File: src/inc/sbs_regs.svh
`ifndef SBS_REGS_SVH
`define SBS_REGS_SVH

`define SBS_MATCH1_A 8'h86
`define SBS_MATCH1_B 8'h30
`define SBS_MATCH2_A 8'h79
`define SBS_MATCH2_B 8'hcf

`define SBS_CMD_ROMEMU 8'hd0
`define SBS_CMD_SECURE 8'hfa
`define SBS_CMD_ERASE 8'hf0
`define SBS_CMD_WRITE 8'h30
`define SBS_CMD_READ 8'h40
`define SBS_CMD_RAMLOAD 8'h60
`define SBS_CMD_PRODID 8'hc0
`define SBS_CMD_STATUS 8'hc3

`define SBS_ROMEMU_OK 8'hd1
`define SBS_SECURE_OK 8'hfb
`define SBS_ERR_CMD 8'h63
`define SBS_ERR_FRAME 8'ha1
`define SBS_ERR_OVERRUN 8'ha3

`define SBS_ERR_REPEAT 2'h3
`define SBS_ONE_REPEAT 2'h1
`define SBS_ADDR_BYTES 3'h6

`endif

File: src/inc/sbs_pkg.sv
package sbs_pkg;

   typedef enum logic [3:0] {
      SBS_MATCH1 = 4'h0,
      SBS_MATCH2 = 4'h1,
      SBS_CMD = 4'h2,
      SBS_ROMSET = 4'h3,
      SBS_ADDR = 4'h4,
      SBS_CNTRD = 4'h5,
      SBS_PWCMP = 4'h6,
      SBS_ERRTX = 4'h7,
      SBS_EXT = 4'h8,
      SBS_IDLE = 4'h9
   } sbs_state_type;

endpackage

File: src/core/sbs_tx_repeat.sv
`include "sbs_regs.svh"

// Holds one reply byte and sends it a given number of times.
module sbs_tx_repeat
   import sbs_pkg::*;
(
   input wire logic clock,
   input wire logic rst_n,
   input wire logic load,
   input wire logic [7:0] loadData,
   input wire logic [1:0] loadRepeat,
   input wire logic txReady,
   output logic txValid,
   output logic [7:0] txData
);

   logic [1:0] repeatLeft;
   logic [1:0] next_repeatLeft;
   logic next_txValid;
   logic [7:0] next_txData;

   always_comb begin
      next_repeatLeft = repeatLeft;
      next_txValid = txValid;
      next_txData = txData;
      if (txValid && txReady) begin
         next_repeatLeft = repeatLeft - 2'h1;
         if (repeatLeft == `SBS_ONE_REPEAT) begin
            next_txValid = 1'b0;
         end
      end else if (load && !txValid) begin
         next_repeatLeft = loadRepeat;
         next_txValid = 1'b1;
         next_txData = loadData;
      end
   end

   always_ff @(posedge clock) begin
      if (!rst_n) begin
         repeatLeft <= 2'h0;
         txValid <= 1'b0;
         txData <= 8'h00;
      end else begin
         repeatLeft <= next_repeatLeft;
         txValid <= next_txValid;
         txData <= next_txData;
      end
   end

endmodule

File: src/core/sbs_cmd_handler.sv
`include "sbs_regs.svh"

module sbs_cmd_handler
   import sbs_pkg::*;
(
   input wire logic clock,
   input wire logic rst_n,
   input wire logic rxValid,
   input wire logic [7:0] rxData,
   input wire logic rxFrameErr,
   input wire logic rxOverrun,
   input wire logic txReady,
   output logic txValid,
   output logic [7:0] txData,
   output logic memReq,
   output logic [23:0] memAddr,
   input wire logic memAck,
   input wire logic [7:0] memData,
   input wire logic partBlank,
   input wire logic securityStored,
   input wire logic chipEraseDone,
   input wire logic extDone,
   output logic extStart,
   output logic [7:0] extCmd,
   output logic idle,
   output logic security_program_enabled_flag,
   output logic parallelReadAllowed,
   output logic sectorEraseAllowed
);

   sbs_state_type state, next_state;
   logic [2:0] addrIdx, next_addrIdx;
   logic [23:0] countAddr, next_countAddr;
   logic [23:0] startAddr, next_startAddr;
   logic [7:0] pwCount, next_pwCount;
   logic [7:0] pwIdx, next_pwIdx;
   logic [7:0] pwRx, next_pwRx;
   logic [7:0] pwFlash, next_pwFlash;
   logic gotRx, next_gotRx;
   logic gotFlash, next_gotFlash;
   logic next_memReq;
   logic [23:0] next_memAddr;
   logic next_extStart;
   logic [7:0] next_extCmd;
   logic next_flag;
   logic txLoad;
   logic [7:0] txLoadData;
   logic [1:0] txLoadRep;
   logic rxErr;
   logic [7:0] cmpRx, cmpFlash;
   logic cmpReady;

   assign rxErr = rxFrameErr || rxOverrun;
   assign cmpRx = gotRx ? pwRx : rxData;
   assign cmpFlash = gotFlash ? pwFlash : memData;
   assign cmpReady = (gotRx || rxValid) && (gotFlash || (memReq && memAck));

   sbs_tx_repeat u_tx (
      .clock(clock),
      .rst_n(rst_n),
      .load(txLoad),
      .loadData(txLoadData),
      .loadRepeat(txLoadRep),
      .txReady(txReady),
      .txValid(txValid),
      .txData(txData)
   );

   always_comb begin
      next_state = state;
      next_addrIdx = addrIdx;
      next_countAddr = countAddr;
      next_startAddr = startAddr;
      next_pwCount = pwCount;
      next_pwIdx = pwIdx;
      next_pwRx = pwRx;
      next_pwFlash = pwFlash;
      next_gotRx = gotRx;
      next_gotFlash = gotFlash;
      next_memReq = memReq;
      next_memAddr = memAddr;
      next_extStart = 1'b0;
      next_extCmd = extCmd;
      next_flag = security_program_enabled_flag | securityStored;
      txLoad = 1'b0;
      txLoadData = rxData;
      txLoadRep = `SBS_ONE_REPEAT;
      if (chipEraseDone) begin
         next_flag = 1'b0;
      end
      case (state)
         SBS_MATCH1: begin
            if (rxValid && !rxErr && (rxData == `SBS_MATCH1_A ||
                rxData == `SBS_MATCH1_B)) begin
               txLoad = 1'b1;
               next_state = SBS_MATCH2;
            end
         end
         SBS_MATCH2: begin
            if (rxValid && !rxErr && (rxData == `SBS_MATCH2_A ||
                rxData == `SBS_MATCH2_B)) begin
               txLoad = 1'b1;
               next_state = SBS_CMD;
            end
         end
         SBS_CMD: begin
            if (rxValid) begin
               txLoad = 1'b1;
               next_state = SBS_ERRTX;
               txLoadRep = `SBS_ERR_REPEAT;
               if (rxFrameErr) begin
                  txLoadData = `SBS_ERR_FRAME;
               end else if (rxOverrun) begin
                  txLoadData = `SBS_ERR_OVERRUN;
               end else begin
                  txLoadData = `SBS_ERR_CMD;
                  case (rxData)
                     `SBS_CMD_ROMEMU: begin
                        txLoadData = rxData;
                        txLoadRep = `SBS_ONE_REPEAT;
                        next_state = SBS_ROMSET;
                     end
                     `SBS_CMD_SECURE: begin
                        txLoadData = rxData;
                        txLoadRep = `SBS_ONE_REPEAT;
                        next_addrIdx = 3'h0;
                        next_state = SBS_ADDR;
                     end
                     `SBS_CMD_WRITE, `SBS_CMD_RAMLOAD: begin
                        // Refused with the command error code while security_program_enabled_flag is set
                        if (!security_program_enabled_flag) begin
                           txLoadData = rxData;
                           txLoadRep = `SBS_ONE_REPEAT;
                           next_extStart = 1'b1;
                           next_extCmd = rxData;
                           next_state = SBS_EXT;
                        end
                     end
                     `SBS_CMD_ERASE, `SBS_CMD_READ, `SBS_CMD_PRODID,
                     `SBS_CMD_STATUS: begin
                        txLoadData = rxData;
                        txLoadRep = `SBS_ONE_REPEAT;
                        next_extStart = 1'b1;
                        next_extCmd = rxData;
                        next_state = SBS_EXT;
                     end
                     default: begin
                        txLoadData = `SBS_ERR_CMD;
                     end
                  endcase
               end
            end
         end
         SBS_ROMSET: begin
            // Set value is discarded; the setting has no effect here
            if (rxValid) begin
               if (rxErr) begin
                  next_state = SBS_IDLE;
               end else begin
                  txLoad = 1'b1;
                  txLoadData = `SBS_ROMEMU_OK;
                  next_state = SBS_CMD;
               end
            end
         end
         SBS_ADDR: begin
            if (rxValid) begin
               if (rxErr) begin
                  next_state = SBS_IDLE;
               end else begin
                  // No reply for address bytes
                  if (addrIdx < 3'h3) begin
                     next_countAddr = {countAddr[15:0], rxData};
                  end else begin
                     next_startAddr = {startAddr[15:0], rxData};
                  end
                  next_addrIdx = addrIdx + 3'h1;
                  if (addrIdx == `SBS_ADDR_BYTES - 3'h1) begin
                     if (partBlank) begin
                        next_state = SBS_IDLE;
                     end else begin
                        next_memReq = 1'b1;
                        next_memAddr = next_countAddr;
                        next_state = SBS_CNTRD;
                     end
                  end
               end
            end
         end
         SBS_CNTRD: begin
            if (rxValid && rxErr) begin
               next_state = SBS_IDLE;
            end else if (memAck) begin
               next_pwCount = memData;
               next_pwIdx = 8'h00;
               next_gotRx = 1'b0;
               next_gotFlash = 1'b0;
               if (memData == 8'h00) begin
                  next_memReq = 1'b0;
                  next_flag = 1'b1;
                  txLoad = 1'b1;
                  txLoadData = `SBS_SECURE_OK;
                  next_state = SBS_CMD;
               end else begin
                  next_memAddr = startAddr;
                  next_state = SBS_PWCMP;
               end
            end
         end
         SBS_PWCMP: begin
            if (rxValid && !gotRx) begin
               next_pwRx = rxData;
               next_gotRx = 1'b1;
            end
            if (memReq && memAck) begin
               next_pwFlash = memData;
               next_gotFlash = 1'b1;
               next_memReq = 1'b0;
            end
            if (rxValid && rxErr) begin
               next_memReq = 1'b0;
               next_state = SBS_IDLE;
            end else if (cmpReady) begin
               next_gotRx = 1'b0;
               next_gotFlash = 1'b0;
               if (cmpRx != cmpFlash) begin
                  next_memReq = 1'b0;
                  next_state = SBS_IDLE;
               end else if (pwIdx + 8'h01 == pwCount) begin
                  next_memReq = 1'b0;
                  next_flag = 1'b1;
                  txLoad = 1'b1;
                  txLoadData = `SBS_SECURE_OK;
                  next_state = SBS_CMD;
               end else begin
                  next_pwIdx = pwIdx + 8'h01;
                  next_memReq = 1'b1;
                  next_memAddr = memAddr + 24'h1;
               end
            end
         end
         SBS_ERRTX: begin
            if (!txValid) begin
               next_state = SBS_IDLE;
            end
         end
         SBS_EXT: begin
            if (extDone) begin
               next_state = SBS_CMD;
            end
         end
         SBS_IDLE: begin
            // Only the reset pin leaves this state
            next_state = SBS_IDLE;
         end
         default: begin
            next_state = SBS_IDLE;
         end
      endcase
   end

   always_ff @(posedge clock) begin
      if (!rst_n) begin
         state <= SBS_MATCH1;
         addrIdx <= 3'h0;
         countAddr <= 24'h0;
         startAddr <= 24'h0;
         pwCount <= 8'h00;
         pwIdx <= 8'h00;
         pwRx <= 8'h00;
         pwFlash <= 8'h00;
         gotRx <= 1'b0;
         gotFlash <= 1'b0;
         memReq <= 1'b0;
         memAddr <= 24'h0;
         extStart <= 1'b0;
         extCmd <= 8'h00;
         idle <= 1'b0;
         security_program_enabled_flag <= 1'b0;
         parallelReadAllowed <= 1'b0;
         sectorEraseAllowed <= 1'b0;
      end else begin
         state <= next_state;
         addrIdx <= next_addrIdx;
         countAddr <= next_countAddr;
         startAddr <= next_startAddr;
         pwCount <= next_pwCount;
         pwIdx <= next_pwIdx;
         pwRx <= next_pwRx;
         pwFlash <= next_pwFlash;
         gotRx <= next_gotRx;
         gotFlash <= next_gotFlash;
         memReq <= next_memReq;
         memAddr <= next_memAddr;
         extStart <= next_extStart;
         extCmd <= next_extCmd;
         idle <= next_state == SBS_IDLE;
         security_program_enabled_flag <= next_flag;
         parallelReadAllowed <= !next_flag;
         sectorEraseAllowed <= !next_flag;
      end
   end

   property p_match1_echo;
      @(posedge clock) disable iff (!rst_n)
      state == SBS_MATCH1 && rxValid && !rxErr && !txValid &&
      (rxData == `SBS_MATCH1_A || rxData == `SBS_MATCH1_B)
      |=> txValid && txData == $past(rxData);
   endproperty
   a_match1_echo: assert property (p_match1_echo)
      else $error("first matching byte not echoed");

   property p_match2_bad;
      @(posedge clock) disable iff (!rst_n)
      state == SBS_MATCH2 && rxValid && !txValid &&
      rxData != `SBS_MATCH2_A && rxData != `SBS_MATCH2_B
      |=> !txValid && state == SBS_MATCH2;
   endproperty
   a_match2_bad: assert property (p_match2_bad)
      else $error("bad second matching byte answered");

   property p_frame_err;
      @(posedge clock) disable iff (!rst_n)
      state == SBS_CMD && rxValid && rxFrameErr && !txValid
      |=> txValid && txData == `SBS_ERR_FRAME && state == SBS_ERRTX;
   endproperty
   a_frame_err: assert property (p_frame_err)
      else $error("framing error code wrong");

   property p_err_three;
      @(posedge clock) disable iff (!rst_n)
      state == SBS_ERRTX && txValid && txReady ##1
      txValid && txReady ##1 txValid && txReady
      |=> !txValid ##1 state == SBS_IDLE;
   endproperty
   a_err_three: assert property (p_err_three)
      else $error("error code not sent three times then idle");

   property p_romset_reply;
      @(posedge clock) disable iff (!rst_n)
      state == SBS_ROMSET && rxValid && !rxErr && !txValid
      |=> txData == `SBS_ROMEMU_OK && state == SBS_CMD;
   endproperty
   a_romset_reply: assert property (p_romset_reply)
      else $error("emulation set value not answered");

   property p_addr_silent;
      @(posedge clock) disable iff (!rst_n)
      $past(state) == SBS_ADDR && !$past(txValid) |-> !txValid;
   endproperty
   a_addr_silent: assert property (p_addr_silent)
      else $error("reply during address bytes");

   property p_mismatch_idle;
      @(posedge clock) disable iff (!rst_n)
      state == SBS_PWCMP && cmpReady && !(rxValid && rxErr) &&
      cmpRx != cmpFlash |=> state == SBS_IDLE ##1 !txValid;
   endproperty
   a_mismatch_idle: assert property (p_mismatch_idle)
      else $error("mismatch did not go silent idle");

   property p_pass_sets;
      @(posedge clock) disable iff (!rst_n)
      state == SBS_PWCMP && cmpReady && !(rxValid && rxErr) &&
      cmpRx == cmpFlash && pwIdx + 8'h01 == pwCount && !txValid
      |=> security_program_enabled_flag && txData == `SBS_SECURE_OK
      ##1 !parallelReadAllowed;
   endproperty
   a_pass_sets: assert property (p_pass_sets)
      else $error("password pass not reported");

   property p_refuse;
      @(posedge clock) disable iff (!rst_n)
      state == SBS_CMD && rxValid && !rxErr && !txValid &&
      security_program_enabled_flag &&
      (rxData == `SBS_CMD_WRITE || rxData == `SBS_CMD_RAMLOAD)
      |=> !extStart && txData == `SBS_ERR_CMD;
   endproperty
   a_refuse: assert property (p_refuse)
      else $error("write or loader accepted while secured");

   property p_idle_stays;
      @(posedge clock) disable iff (!rst_n)
      state == SBS_IDLE && !txValid |=> state == SBS_IDLE && !txValid;
   endproperty
   a_idle_stays: assert property (p_idle_stays)
      else $error("left idle without reset");

   c_secure_pass: cover property (@(posedge clock) disable iff (!rst_n)
      txValid && txData == `SBS_SECURE_OK);
   c_err_idle: cover property (@(posedge clock) disable iff (!rst_n)
      state == SBS_ERRTX ##[1:20] state == SBS_IDLE);
   c_romset: cover property (@(posedge clock) disable iff (!rst_n)
      state == SBS_ROMSET ##1 state == SBS_CMD);

endmodule

File: config.mk
export PLATFORM = sky130hd
export DESIGN_NAME = sbs_cmd_handler
export DESIGN_NICKNAME = d
export VERILOG_FILES = /design/src/inc/sbs_pkg.sv /design/src/core/sbs_tx_repeat.sv /design/src/core/sbs_cmd_handler.sv
export VERILOG_INCLUDE_DIRS = /design/src /design/src/inc
export SDC_FILE = /design/constraint.sdc
export NUM_CORES = 1
export LEC_CHECK = 0
export ABC_AREA = 1
export BUFFER_PORTS_ARGS = -buffer_cell sky130_fd_sc_hd__buf_2
export CORE_UTILIZATION = 40
export CTS_CLUSTER_DIAMETER = 80
export DETAILED_ROUTE_END_ITERATION = 8
export HOLD_SLACK_MARGIN = 0.15
export MAX_ROUTING_LAYER = met4
export PLACE_DENSITY = 0.7
export SLEW_MARGIN = 20
export SYNTH_ARGS = -nofsm -noshare
export SYNTH_HDL_FRONTEND = slang
export SYNTH_SLANG_ARGS = --single-unit
File: constraint.sdc
create_clock -name clock -period 2 [get_ports clock]
set_clock_uncertainty 0.05 [all_clocks]
set_input_delay 0.1 -clock clock [delete_from_list [all_inputs] [get_ports clock]]
set_output_delay 0.1 -clock clock [all_outputs]
set_load 0.03 [all_outputs]
======== Yosys cells after proc, flatten, opt, wreduce, memory -nomap -nowiden ========
Index checks and enable logic that the tools add are counted.
word-level totals
  bits in latches ......................... 0
  memories ................................ 0
  ROM bits ................................ 0
  RAM bits ................................ 0
  bits of input ports ..................... 27
  bits in registers ....................... 137
cells by class
  div/mod/pow operators ................... 0
  reductions and logical operators ........ 42
  bitwise gates (word level) .............. 10
  $mul .................................... 0
  shifts and indexed selects .............. 0
  equality and inequality tests ........... 43
  add/sub/neg operators ................... 4
  mux-type cells .......................... 127
  $lt $le $gt $ge ......................... 1
operators by type and width
  operator                                        number
  two-way mux 24 bit                              12
  two-way mux 8 bit                               22
  two-way mux 4 bit                               20
  case mux 24 bit (3 select lines)                1
  == test 8 bit (second input constant)           7
  case mux 8 bit (2 select lines)                 3
  two-way mux 1 bit                               44
  case mux 4 bit (9 select lines)                 1
  inequality test 2 bit (second input constant)   17
  case mux 8 bit (4 select lines)                 1
  adder 24 x 1 -> 24 bit (second input constant)  1
  == test 8 x 7 -> 1 bit (second input constant)  3
  two-way mux 3 bit                               7
  == test 4 x 3 -> 1 bit (second input constant)  4
  case mux 4 bit (4 select lines)                 1
  two-way mux 2 bit                               7
  AND reduction 7 bit                             2
  AND reduction 12 bit                            1
  logical AND 1 bit                               9
  inverter 1 bit                                  9
  AND reduction 3 bit                             3
  AND reduction 9 bit                             1
  adder 8 x 1 -> 8 bit (second input constant)    1
  == test 4 x 2 -> 1 bit (second input constant)  2
  31 further kinds                                48

======== Longest topological paths before layout ========
Gate-level depths: netlist of run 1.
  word-level depth ........................ 10
  depth in mapped cells ................... 19
  gate-level depth less buffers ........... 17

======== Hierarchy ========
A second synthesis of run 1 with hierarchy kept.
unflattened totals
  cells, all modules ...................... 1362
  area total of the unflattened synthesis .. 8316.7 um^2
modules (own cells, without submodules)
  module           instances  seq. area each (um^2)  cells an instance  area an instance (um^2)
  sbs_cmd_handler  1          2522.4                 1303               7871.3
  sbs_tx_repeat    1          220.2                  59                 445.4

======== Worst setup path before layout of run 1 ========
No wires, ideal clock.
  path type ............................... flip-flop to flip-flop
  from .................................... register pwIdx[0]
  to ...................................... register memAddr[16]
  setup time .............................. 115 ps
  setup slack ............................. -55 ps
  data arrival time ....................... 1890 ps
  cell stages (with the launch flop) ...... 18
  period minus slack after synthesis ...... 2055 ps
  cell sequence ........................... dfxtp_1 -> ha_1 -> nand2_1 -> nor2_2 -> nand2_1 -> nand2_1 -> nand3_1 -> nand2_1 -> nand2_1 -> nor2_2 -> nand2_1 -> clkinv_1 -> nand2_2 -> nand2_4 -> inv_4 -> buf_6 -> o21ai_1 -> nor2_1
between the ends
  cells in the longest elaborated chain, start to end .. 4
ends and longest elaborated chain
  element                          RTL line                source
  start: declaration               sbs_cmd_handler.sv:36   logic [7:0] pwIdx, next_pwIdx;
  start signal: assignment         sbs_cmd_handler.sv:288  pwIdx <= next_pwIdx;
  adder 8 x 1 -> 8 bit             sbs_cmd_handler.sv:229  end else if (pwIdx + 8'h01 == pwCount) begin
  == test 8 bit                    sbs_cmd_handler.sv:229
  inequality test 2 bit (no line)  --
  AND reduction 12 bit (no line)   --
  end signal: assignment           sbs_cmd_handler.sv:294  memAddr <= next_memAddr;
  end: declaration                 sbs_cmd_handler.sv:16   output logic [23:0] memAddr,
Every way passes these cells.
A chain may end at the register's enable or synchronous reset.

======== Worst setup path after layout of run 1 ========
  from .................................... register pwIdx[0]
  to ...................................... register memAddr[4]
The elaborated chain is that of the path after synthesis.

==> impl_metrics.tcl, run 1 <==
set metrics [dict create \
    cts_tree "built" \
    postSynthCellCount 1305 \
    gr-usage-all-layers 0.283 \
    drtIter0Drc 1076 \
    drt-pass1-iter-count 5 \
    post-synth-top-count-cell "nand2_1" \
    core-area_um2 19600 \
    min_from "extDone" \
    yosys-top-cells-area "dfxtp_1 34%, nand2_1 16%, o21ai_0 8.9%, nor2_1 7.6%, a21oi_1 7.3%" \
    setup_slack_ns -0.199 \
    vias_per_cell 5.32 \
    dpl-instance-area_um2 9460 \
    maxSlewViolCount 0 \
    place_congestion 0.972 \
    hold_class "primary input to register" \
    whs_path_depth 6 \
    drive_gt1_frac 0.262 \
    grt_pass1_wl_um 44000 \
    grt_max_degree 73 \
    yosys-top-cells-count "335 x nand2_1, 163 x nor2_1, 144 x o21ai_0, 137 x dfxtp_1, 129 x inv_1" \
    yosysUniqueCellTypes 52 \
    syn-cell-area_um2 8060 \
    startpoint_type "register" \
    timing.rr.start "pwIdx[0]" \
    yosysSeqAreaShare 0.340 \
    critPathKind "register to register" \
    io_pins 74 \
    hold_end "state[3]" \
    worstMarginPinSlew_ns 0.751 \
    hold_slack_ns 0.156 \
    syn_nets 1337 \
    die-area_um2 20700 \
    yosys_warnings 0 \
    maxCapViolCount 0 \
    cts-root-buf "clkbuf_16" \
    period_minus_slack_ns 2.20 \
    violations "negative setup slack" \
    antenna_found_initial 0 \
    antenna_left 0 \
    grt_pass1_vias 8674 \
    portBuffers 73 \
    synth_ff_type "dfxtp_1" \
    worstPathArrival_ns 2.50 \
    final_nets 1536 \
    rr_worst_depth 16 \
    critical_path_required_ns 2.30 \
    die_height_um 144 \
    rsz0062_at_grt "yes" \
    finalCritPeriodShare 1.10 \
    crit_fanout 6 \
    wl_per_cell_um 16.0 \
    synth_edf_count 0 \
    htree_levels 4 \
    clkTransAtPathRegs_ns 0.06 \
    drc 0 \
    clock-sinks 137 \
    outcome "finished with violations" \
    rr_endpoint "memAddr[4]" \
    instances_no_fill 1782 \
    reg2reg_slack_ns -0.20 \
    insertedDiodeCount 0 \
    numCtsBuffers 17 \
    leakage_nw 4.89 \
    ys_ff_latch 137 \
    irDropWorstVdd_v 0.000533 \
    power_density_nw_per_um2 599 \
    synth_area_per_cell_um2 6.18 \
    async_flop_share 0 \
    yosys.area.top_type "dfxtp_1" \
    setup_tns_ns -5.04 \
    route.final.wire_length_um 28500 \
    placedCellCount 1706 \
    slew_headroom 0.499 \
    grt.overflow.total 0 \
    dp_hpwl_um 19700 \
    synth_top_area_frac 0.340 \
    clk_latency_ns 0.43 \
    std_cell_rows 51 \
    setup-violations-final 42 \
    die_x_um 144 \
    vias 9480 \
    endpoint_kind "register" \
    max_freq_mhz 455 \
    clock_path_buffers 2 \
    syn_to_final_growth_pct 38.5 \
    initial_utilization 0.412 \
    final-hold-violation-count 0 \
    final_cell_area_um2 11200 \
]
==> worst max-delay path by stage <==
| stage | end | from |
|---|---|---|
| floorplan | memAddr[16] | pwIdx[1] |
| global placement | memAddr[0] | pwIdx[1] |
| detailed placement | memAddr[0] | pwIdx[1] |
| CTS | u_tx.txData[0] | gotFlash |
| global route | u_tx.txData[3] | pwIdx[0] |
| finish | memAddr[4] | pwIdx[0] |
==> logic make-up (layout without fill, tap and decap cells) <==
group | count (synthesis) | count (layout) | share of synthesized area
AND/OR/NAND/NOR | 645 | 646 | 0.336
AO/OA/AOI/OAI | 317 | 317 | 0.208
buffers and inverters | 198 | 409 | 0.105
flip-flops | 137 | 137 | 0.340
adder cells (fa/ha/maj) | 5 | 5 | 0.00776
XOR/XNOR | 3 | 3 | 0.00326
==> flip-flops by register name, indices dropped and copies added (netlist names), 2 cells and up <==
name,cells
memAddr,24
u_tx.repeatLeft,2
countAddr,24
state,4
pwRx,8
pwIdx,8
startAddr,24
addrIdx,3
pwCount,8
u_tx.txData,8
extCmd,8
pwFlash,8
==> report_power, final <==
group	total [W]	switching (W)	internal, W
clock	0.00355	0.00127	0.00228
combinational	0.000412	0.000256	0.000157
sequential	0.00273	0.00000395	0.00273
==> layer usage <==
layer,share of wire,GRT usage,up-vias
met2,0.44,0.426,410
met4,0.022,0.0834,0
met3,0.080,0.0477,58
met5,0,-,-
met1,0.46,0.386,4336
li1,-,-,4676
==> cell type report <==
| class | instances | area, um2 |
|---|---|---|
| multi-input cells | 971 | 5020 |
| clock buffers | 21 | 460 |
| repair buffers | 236 | 1850 |
| flip-flops and latches | 137 | 2760 |
| fillers | 1826 | 8420 |
| inverters | 141 | 551 |
| well taps | 265 | 332 |
| clock inverters | 11 | 191 |
==> worst max-delay path, stage by stage (launching register included) <==
cell     delay (ns)
dfxtp_4        0.36
ha_4           0.18
nand2_4        0.08
nor2_4         0.05
buf_4          0.13
nand2_1        0.07
nand3_1        0.06
nand2_1        0.10
nand3_2        0.11
nor2_4         0.15
nand2_2        0.09
inv_4          0.10
nand2_8        0.08
nand2_8        0.15
buf_6          0.14
o21ai_2        0.05
a21oi_1        0.15
==> timing repair <==
action / 4_1_cts / 5_1_grt
pin swaps: 15 / 39
gates cloned: 2 / 5
hold buffers: 27 / 0
gates resized for setup: 44 / 136
hold endpoints to repair: 38 / 0
endpoints found under the setup margin: 49 / 91
buffers inserted: 6 / 7
==> cell usage in the layout (no fill, tap or decap), types with 3 or more instances in the layout <==
cell	n
a21oi_1	104
a21oi_2	15
a22oi_1	6
a31oi_1	13
buf_12	9
buf_2	74
buf_4	114
buf_6	9
bufinv_16	5
clkbuf_16	20
clkinv_2	3
dfxtp_1	128
dfxtp_2	5
dfxtp_4	4
dlygate4sd3_1	27
ha_1	4
inv_1	124
inv_2	12
nand2_1	308
nand2_2	22
nand2_4	9
nand2_8	3
nand3_1	63
nand3_2	13
nand3b_1	4
nand4_1	10
nor2_1	149
nor2_2	17
nor2_4	10
nor3_1	12
nor3_4	3
nor4_1	5
o21ai_0	122
o21ai_1	17
o21ai_2	18
o21ai_4	3
o31ai_1	3
or2_2	10
==> metrics by stage <==
step,utilization,worst slack (ns),total power (W)
6_report,0.570,-0.199,0.00670
5_1_grt,0.570,-0.315,0.00687
2_1_floorplan,-,0.00689,0.00298
3_3_place_gp,0.483,-0.121,0.00313
4_1_cts,0.540,-0.0593,0.00667
3_5_place_dp,0.483,-0.201,0.00313
Power figures use the tool's default switching activity.
==> run 2, diff against run 1 <==
Settings changed: CORE_MARGIN set to 8.
==> run 2 against run 1 <==
The run still ends with negative setup slack left. Non-clock buffer count grew 11. Setup slack better by 0.022 ns. Cell count increased by 0.90%. Design area rose by 0.13%. Sequential cell count is the same. First-iteration DRC count decreased by 20%. Power is 5.1% lower. Wire length up 2.7%. Core utilization decreased by 1.2 points. Sequential share of layout area is essentially flat. Critical endpoint is now memAddr[12]. Largest power group unchanged. Highest routed layer unchanged.
==> impl_metrics.tcl, run 2 (synthesized netlist as in run 1, its figures left out) <==
set metrics [dict create \
    critical_path_required_ns 2.28 \
    antenna_left 0 \
    core-area_um2 20000 \
    combPwrFrac 0.067 \
    worstPathArrival_ns 2.46 \
    slew_headroom 0.665 \
    pwr-share-seq 0.429 \
    numCtsBuffers 17 \
    initial_utilization 0.402 \
    grt.overflow.total 0 \
    die-area_um2 25000 \
    final-hold-violation-count 0 \
    drive_gt1_frac 0.259 \
    htree_levels 4 \
    max_freq_mhz 459 \
    outcome "finished with violations" \
    hold_class "primary input to register" \
    min_from "securityStored" \
    cp-startpoint "pwIdx[1]" \
    multiInputGateArea_um2 4930 \
    fillCellCount 1897 \
    cts-root-buf "clkbuf_16" \
    clkTransAtPathRegs_ns 0.07 \
    reg.largest.list "countAddr: 24 flops, memAddr: 24 flops, startAddr: 24 flops" \
    setup-violations-final 40 \
    grt_pass1_vias 8775 \
    switchingPower_w 0.00166 \
    gr-usage-all-layers 0.229 \
    finalCritPeriodShare 1.09 \
    crit_fanout 8 \
    leakage_nw 4.92 \
    worstMarginPinSlew_ns 0.503 \
    power_density_nw_per_um2 568 \
    insertedDiodeCount 0 \
    antenna_found_initial 0 \
    route.final.wire_length_um 29300 \
    hold_slack_ns 0.140 \
    wl_per_cell_um 16.3 \
    syn_to_final_growth_pct 38.7 \
    power.share.clock 0.504 \
    worstPathCellList "nand2_1 -> nor2_4 -> buf_4 -> nand3_1 -> nand3_1 -> nand2_1 -> nand2_2 -> nor2_4 -> nand2_2 -> inv_4 -> nand2_8 -> nand2_8 -> clkbuf_16 -> nor3_1 -> nor2_1" \
    clock-sinks 137 \
    timing.rr.start "pwIdx[1]" \
    clk_latency_ns 0.44 \
    endpoint_kind "register" \
    drc 0 \
    max_stage_delay_ns 0.37 \
    p_int_w 0.00470 \
    layout_common_cells "316 x nand2_1, 151 x nor2_1, 127 x inv_1, 127 x dfxtp_1, 119 x buf_4" \
    violations "negative setup slack" \
    preCtsSetupSlack_ns -0.179 \
    vias 9607 \
    final_nets 1547 \
    portBuffers 73 \
    clock_path_buffers 2 \
    critPathKind "register to register" \
    std_cell_rows 52 \
    grt_pass1_wl_um 44200 \
    place_congestion 1.00 \
    die_x_um 158 \
    die_height_um 158 \
    period_minus_slack_ns 2.18 \
    vias_per_cell 5.34 \
    setup_slack_ns -0.177 \
    drt-pass1-iter-count 5 \
    regArea_um2 2770 \
    maxSlewViolCount 0 \
    swShare 0.261 \
    path_buf_inv 3 \
    io_pins 74 \
    maxCapViolCount 0 \
    cts_tree "built" \
    cp_slowest_cell "dfxtp_4" \
    irDropWorstVdd_v 0.000590 \
    grt_max_degree 112 \
    rsz0062_at_grt "yes" \
    dp_hpwl_um 20400 \
    startpoint_type "register" \
    cp_top_family "simple AND/OR/NAND/NOR gates" \
    drtIter0Drc 856 \
    final_common_cell "nand2_1" \
]
==> run 2: changes by cell type in the layout (fill, tap and decap cells not counted), sizes merged, moves of 2 or more <==
cell,before,now
clkinv,6,4
bufinv,5,1
buf,206,215
inv,140,150
==> run 2: power groups by stage <==
stage / logic, W / clock network [W] / registers, W
detailed placement: 0.000353 / 0 / 0.00279
global placement: 0.000354 / 0 / 0.00279
CTS: 0.000395 / 0.00322 / 0.00273
global route: 0.000459 / 0.00334 / 0.00273
floorplan: 0.000179 / 0 / 0.00280
finish: 0.000425 / 0.00320 / 0.00273
==> run 2: timing repair <==
action | in CTS | in global routing
buffers inserted | 3 | 8
pin swaps | 16 | 16
gates cloned | 1 | 9
resized for setup | 33 | 127
hold buffers | 26 | 0
endpoints found under the hold margin | 36 | 0
setup endpoints to repair | 53 | 57
==> run 2: metal layers <==
| metal | vias to the layer above | routed length (um) | GRT usage |
|---|---|---|---|
| met3 | 87 | 1660 | 0.0308 |
| met5 | - | 0 | - |
| met2 | 354 | 14000 | 0.379 |
| met1 | 4464 | 12400 | 0.274 |
| met4 | 0 | 1230 | 0.101 |
| li1 | 4702 | - | - |
==> run 2: final timing paths <==
path	end	slack, ns	cells after the start
hold reg to reg	extCmd[2]	0.41	2
setup reg to reg	memAddr[12]	-0.18	15
setup / recovery	memAddr[12]	-0.18	15
hold / removal	security_program_enabled_flag	0.14	5
==> run 2: layout make-up <==
cell class,count,share of cell area
tap,270,0.0302
clock inverter,14,0.0134
sequential,137,0.247
multi-input combinational,971,0.441
timing repair buffer,247,0.180
inverter,141,0.0484
clock buffer,18,0.0393
==> run 2: per-stage QoR <==
| stage | instance area [um2] | std cells | utilization | TNS [ns] | total power, W |
|---|---|---|---|---|---|
| 2_1_floorplan | 8090 | 1305 | - | 0 | 0.00298 |
| 3_3_place_gp | 9550 | 1719 | 0.477 | -2.99 | 0.00315 |
| 3_5_place_dp | 9550 | 1719 | 0.477 | -5.59 | 0.00315 |
| 4_1_cts | 10500 | 1781 | 0.525 | -0.514 | 0.00635 |
| 5_1_grt | 11200 | 1798 | 0.558 | -9.53 | 0.00653 |
| 6_report | 11200 | 1798 | 0.558 | -4.44 | 0.00635 |
==> run 2: tightest hold or removal path, cell delays in order <==
cell and delay [ns]:
buf_2 0.09, nor2_1 0.08, nor2_1 0.09, o21ai_2 0.18
nor2_1 0.04
==> run 3, diff against run 2 <==
--- a/constraint.sdc
+++ b/constraint.sdc
@@ -3,3 +3,3 @@
 set_input_delay 0.1 -clock clock [delete_from_list [all_inputs] [get_ports clock]]
 set_output_delay 0.1 -clock clock [all_outputs]
-set_load 0.03 [all_outputs]
+set_load 0.005 [all_outputs]
==> run 3 against run 2 <==
The flow still finishes with violations (negative setup slack). First-iteration DRC count grew 1.6%. Critical path depth did not move. Core utilization down 1.4 points. Maximum frequency grew 0.63%. Via count down 1.8%. Setup slack improved by 0.014 ns. Critical path type unchanged. Die area stayed put. Sequential cell count is the same. Combinational power shrank 2%. Register-to-register slack barely moved. Sequential share of layout area increased by 0.54 points. Wire length down 0.61%.
==> impl_metrics.tcl, run 3 (synthesized netlist as in run 1, its figures left out) <==
set metrics [dict create \
    outcome "finished with violations" \
    violations "negative setup slack" \
    vias 9430 \
    path_buf_inv 3 \
    route.final.wire_length_um 29100 \
    drtIter0Drc 870 \
    cts-root-buf "clkbuf_16" \
    rr_endpoint "memAddr[5]" \
    endpoint_kind "register" \
    initial_utilization 0.402 \
    portBuffers 73 \
    htree_levels 4 \
    fillCellCount 1985 \
    clkTransAtPathRegs_ns 0.07 \
    core-area_um2 20000 \
    antenna_found_initial 0 \
    cp_slowest_cell "dfxtp_2" \
    maxSlewViolCount 0 \
    instances_no_fill 1806 \
    vias_per_cell 5.22 \
    timing.rr.start "gotFlash" \
    crit_fanout 14 \
    die_x_um 158 \
    critPathKind "register to register" \
    hold_class "primary input to register" \
    multiInputGateArea_um2 4730 \
    syn_to_final_growth_pct 35.3 \
    max_freq_mhz 462 \
    min_from "rxData[5]" \
    irDropWorstVdd_v 0.000485 \
    cp_top_family "simple AND/OR/NAND/NOR gates" \
    rsz0062_at_grt "yes" \
    maxCapViolCount 0 \
    io_pins 74 \
    clock_path_buffers 2 \
    drive_gt1_frac 0.242 \
    final_common_cell "nand2_1" \
    dp_hpwl_um 21200 \
    clock-sinks 137 \
    max_stage_delay_ns 0.35 \
    grt_pass1_wl_um 45900 \
    numCtsBuffers 17 \
    antenna_left 0 \
    slew_headroom 0.639 \
    die-area_um2 25000 \
    grt_pass1_vias 8956 \
    drt-pass1-iter-count 6 \
    worstMarginPinSlew_ns 0.541 \
    insertedDiodeCount 0 \
    hold_end "u_tx.txData[2]" \
    std_cell_rows 52 \
    setup-violations-final 42 \
    leakage_nw 4.87 \
    reg2reg_slack_ns -0.16 \
    final-hold-violation-count 0 \
    finalCritPeriodShare 1.08 \
    placedCellCount 1735 \
    worstPathCellList "bufbuf_16 -> nand2_1 -> o21ai_0 -> nand2_1 -> nand2_1 -> nand2_1 -> nor2_1 -> nand2_2 -> inv_2 -> nor2_2 -> nor2_4 -> nand2_8 -> buf_8 -> o21ai_2 -> a21oi_2" \
    period_minus_slack_ns 2.16 \
    reg.largest.list "countAddr: 24 flops, memAddr: 24 flops, startAddr: 24 flops" \
    power_density_nw_per_um2 582 \
    crit_top_cell "nand2_1" \
    startpoint_type "register" \
    final_nets 1555 \
    critical_path_required_ns 2.28 \
    regArea_um2 2760 \
    die_height_um 158 \
    worstPathArrival_ns 2.44 \
    gr-usage-all-layers 0.240 \
    whs_path_depth 5 \
    grt_max_degree 112 \
    clk_latency_ns 0.44 \
    layout_common_cells "321 x nand2_1, 152 x nor2_1, 143 x buf_4, 130 x dfxtp_1, 125 x inv_1" \
    grt.overflow.total 0 \
    setup_slack_ns -0.164 \
    cts_tree "built" \
    rr_worst_depth 15 \
    wl_per_cell_um 16.1 \
    place_congestion 0.959 \
    totalPowerFinal_w 0.00635 \
    drc 0 \
]
[run 3: how the worst max path moves through the flow]
stage                        start             end  slack, ns  cells after the start
after floorplan           pwIdx[1]     memAddr[16]      0.009                     17
after global placement       gotRx     memAddr[13]      -0.19                     15
after detailed placement  pwIdx[1]     memAddr[21]      -0.21                     16
after CTS                 gotFlash  u_tx.txData[3]      -0.13                     15
after global routing      gotFlash     memAddr[12]      -0.26                     15
final                     gotFlash      memAddr[5]      -0.16                     15
[run 3: timing repair]
item                                    CTS  global route
setup buffers                             6             5
gates resized for setup                  73            43
hold buffers                             23             0
pin swaps                                11             8
endpoints found under the setup margin   70            94
gates cloned                              3             2
endpoints found under the hold margin    39             0
[run 3: worst min-delay path: cells and delay by family]
family        cells  cell delay, ns
simple gates      3            0.25
buf+inv           2            0.24
[run 3: final cells by class]
class	count	share of cell area
Clock buffer	17	0.0390
Clock inverter	15	0.0158
Inverter	141	0.0503
Multi-Input combinational cell	971	0.434
Sequential cell	137	0.253
Tap cell	270	0.0310
Timing Repair Buffer	254	0.177
Timing Repair inverter	1	0.000803
[run 3: report_power, final]
group          switching, W  total [W]  leakage (nW)  internal (W)
combinational      0.000251   0.000417          3.47      0.000166
clock               0.00151    0.00320         0.290       0.00169
sequential       0.00000313    0.00273          1.11       0.00273
total               0.00177    0.00635          4.87       0.00458
[run 3: per-layer routing]
layer | global-route usage | part of all wire | wire length, um | vias to the layer above
met5 | - | 0 | 0 | -
met2 | 0.408 | 0.50 | 14400 | 282
met1 | 0.277 | 0.42 | 12300 | 4370
met4 | 0.100 | 0.033 | 960 | 0
li1 | - | - | - | 4714
met3 | 0.0415 | 0.049 | 1430 | 64
[run 3: per-stage QoR]
step	worst slack (ns)	setup TNS (ns)	cell area [um2]	util	hold slack, ns
CTS	-0.126	-2.08	10700	0.536	0.157
finish	-0.164	-3.96	10900	0.545	0.157
global placement	-0.192	-5.17	9620	0.480	0.346
detailed placement	-0.212	-5.92	9620	0.480	0.358
floorplan	0.00889	0	8080	-	0.212
global route	-0.260	-9.60	10900	0.545	0.166
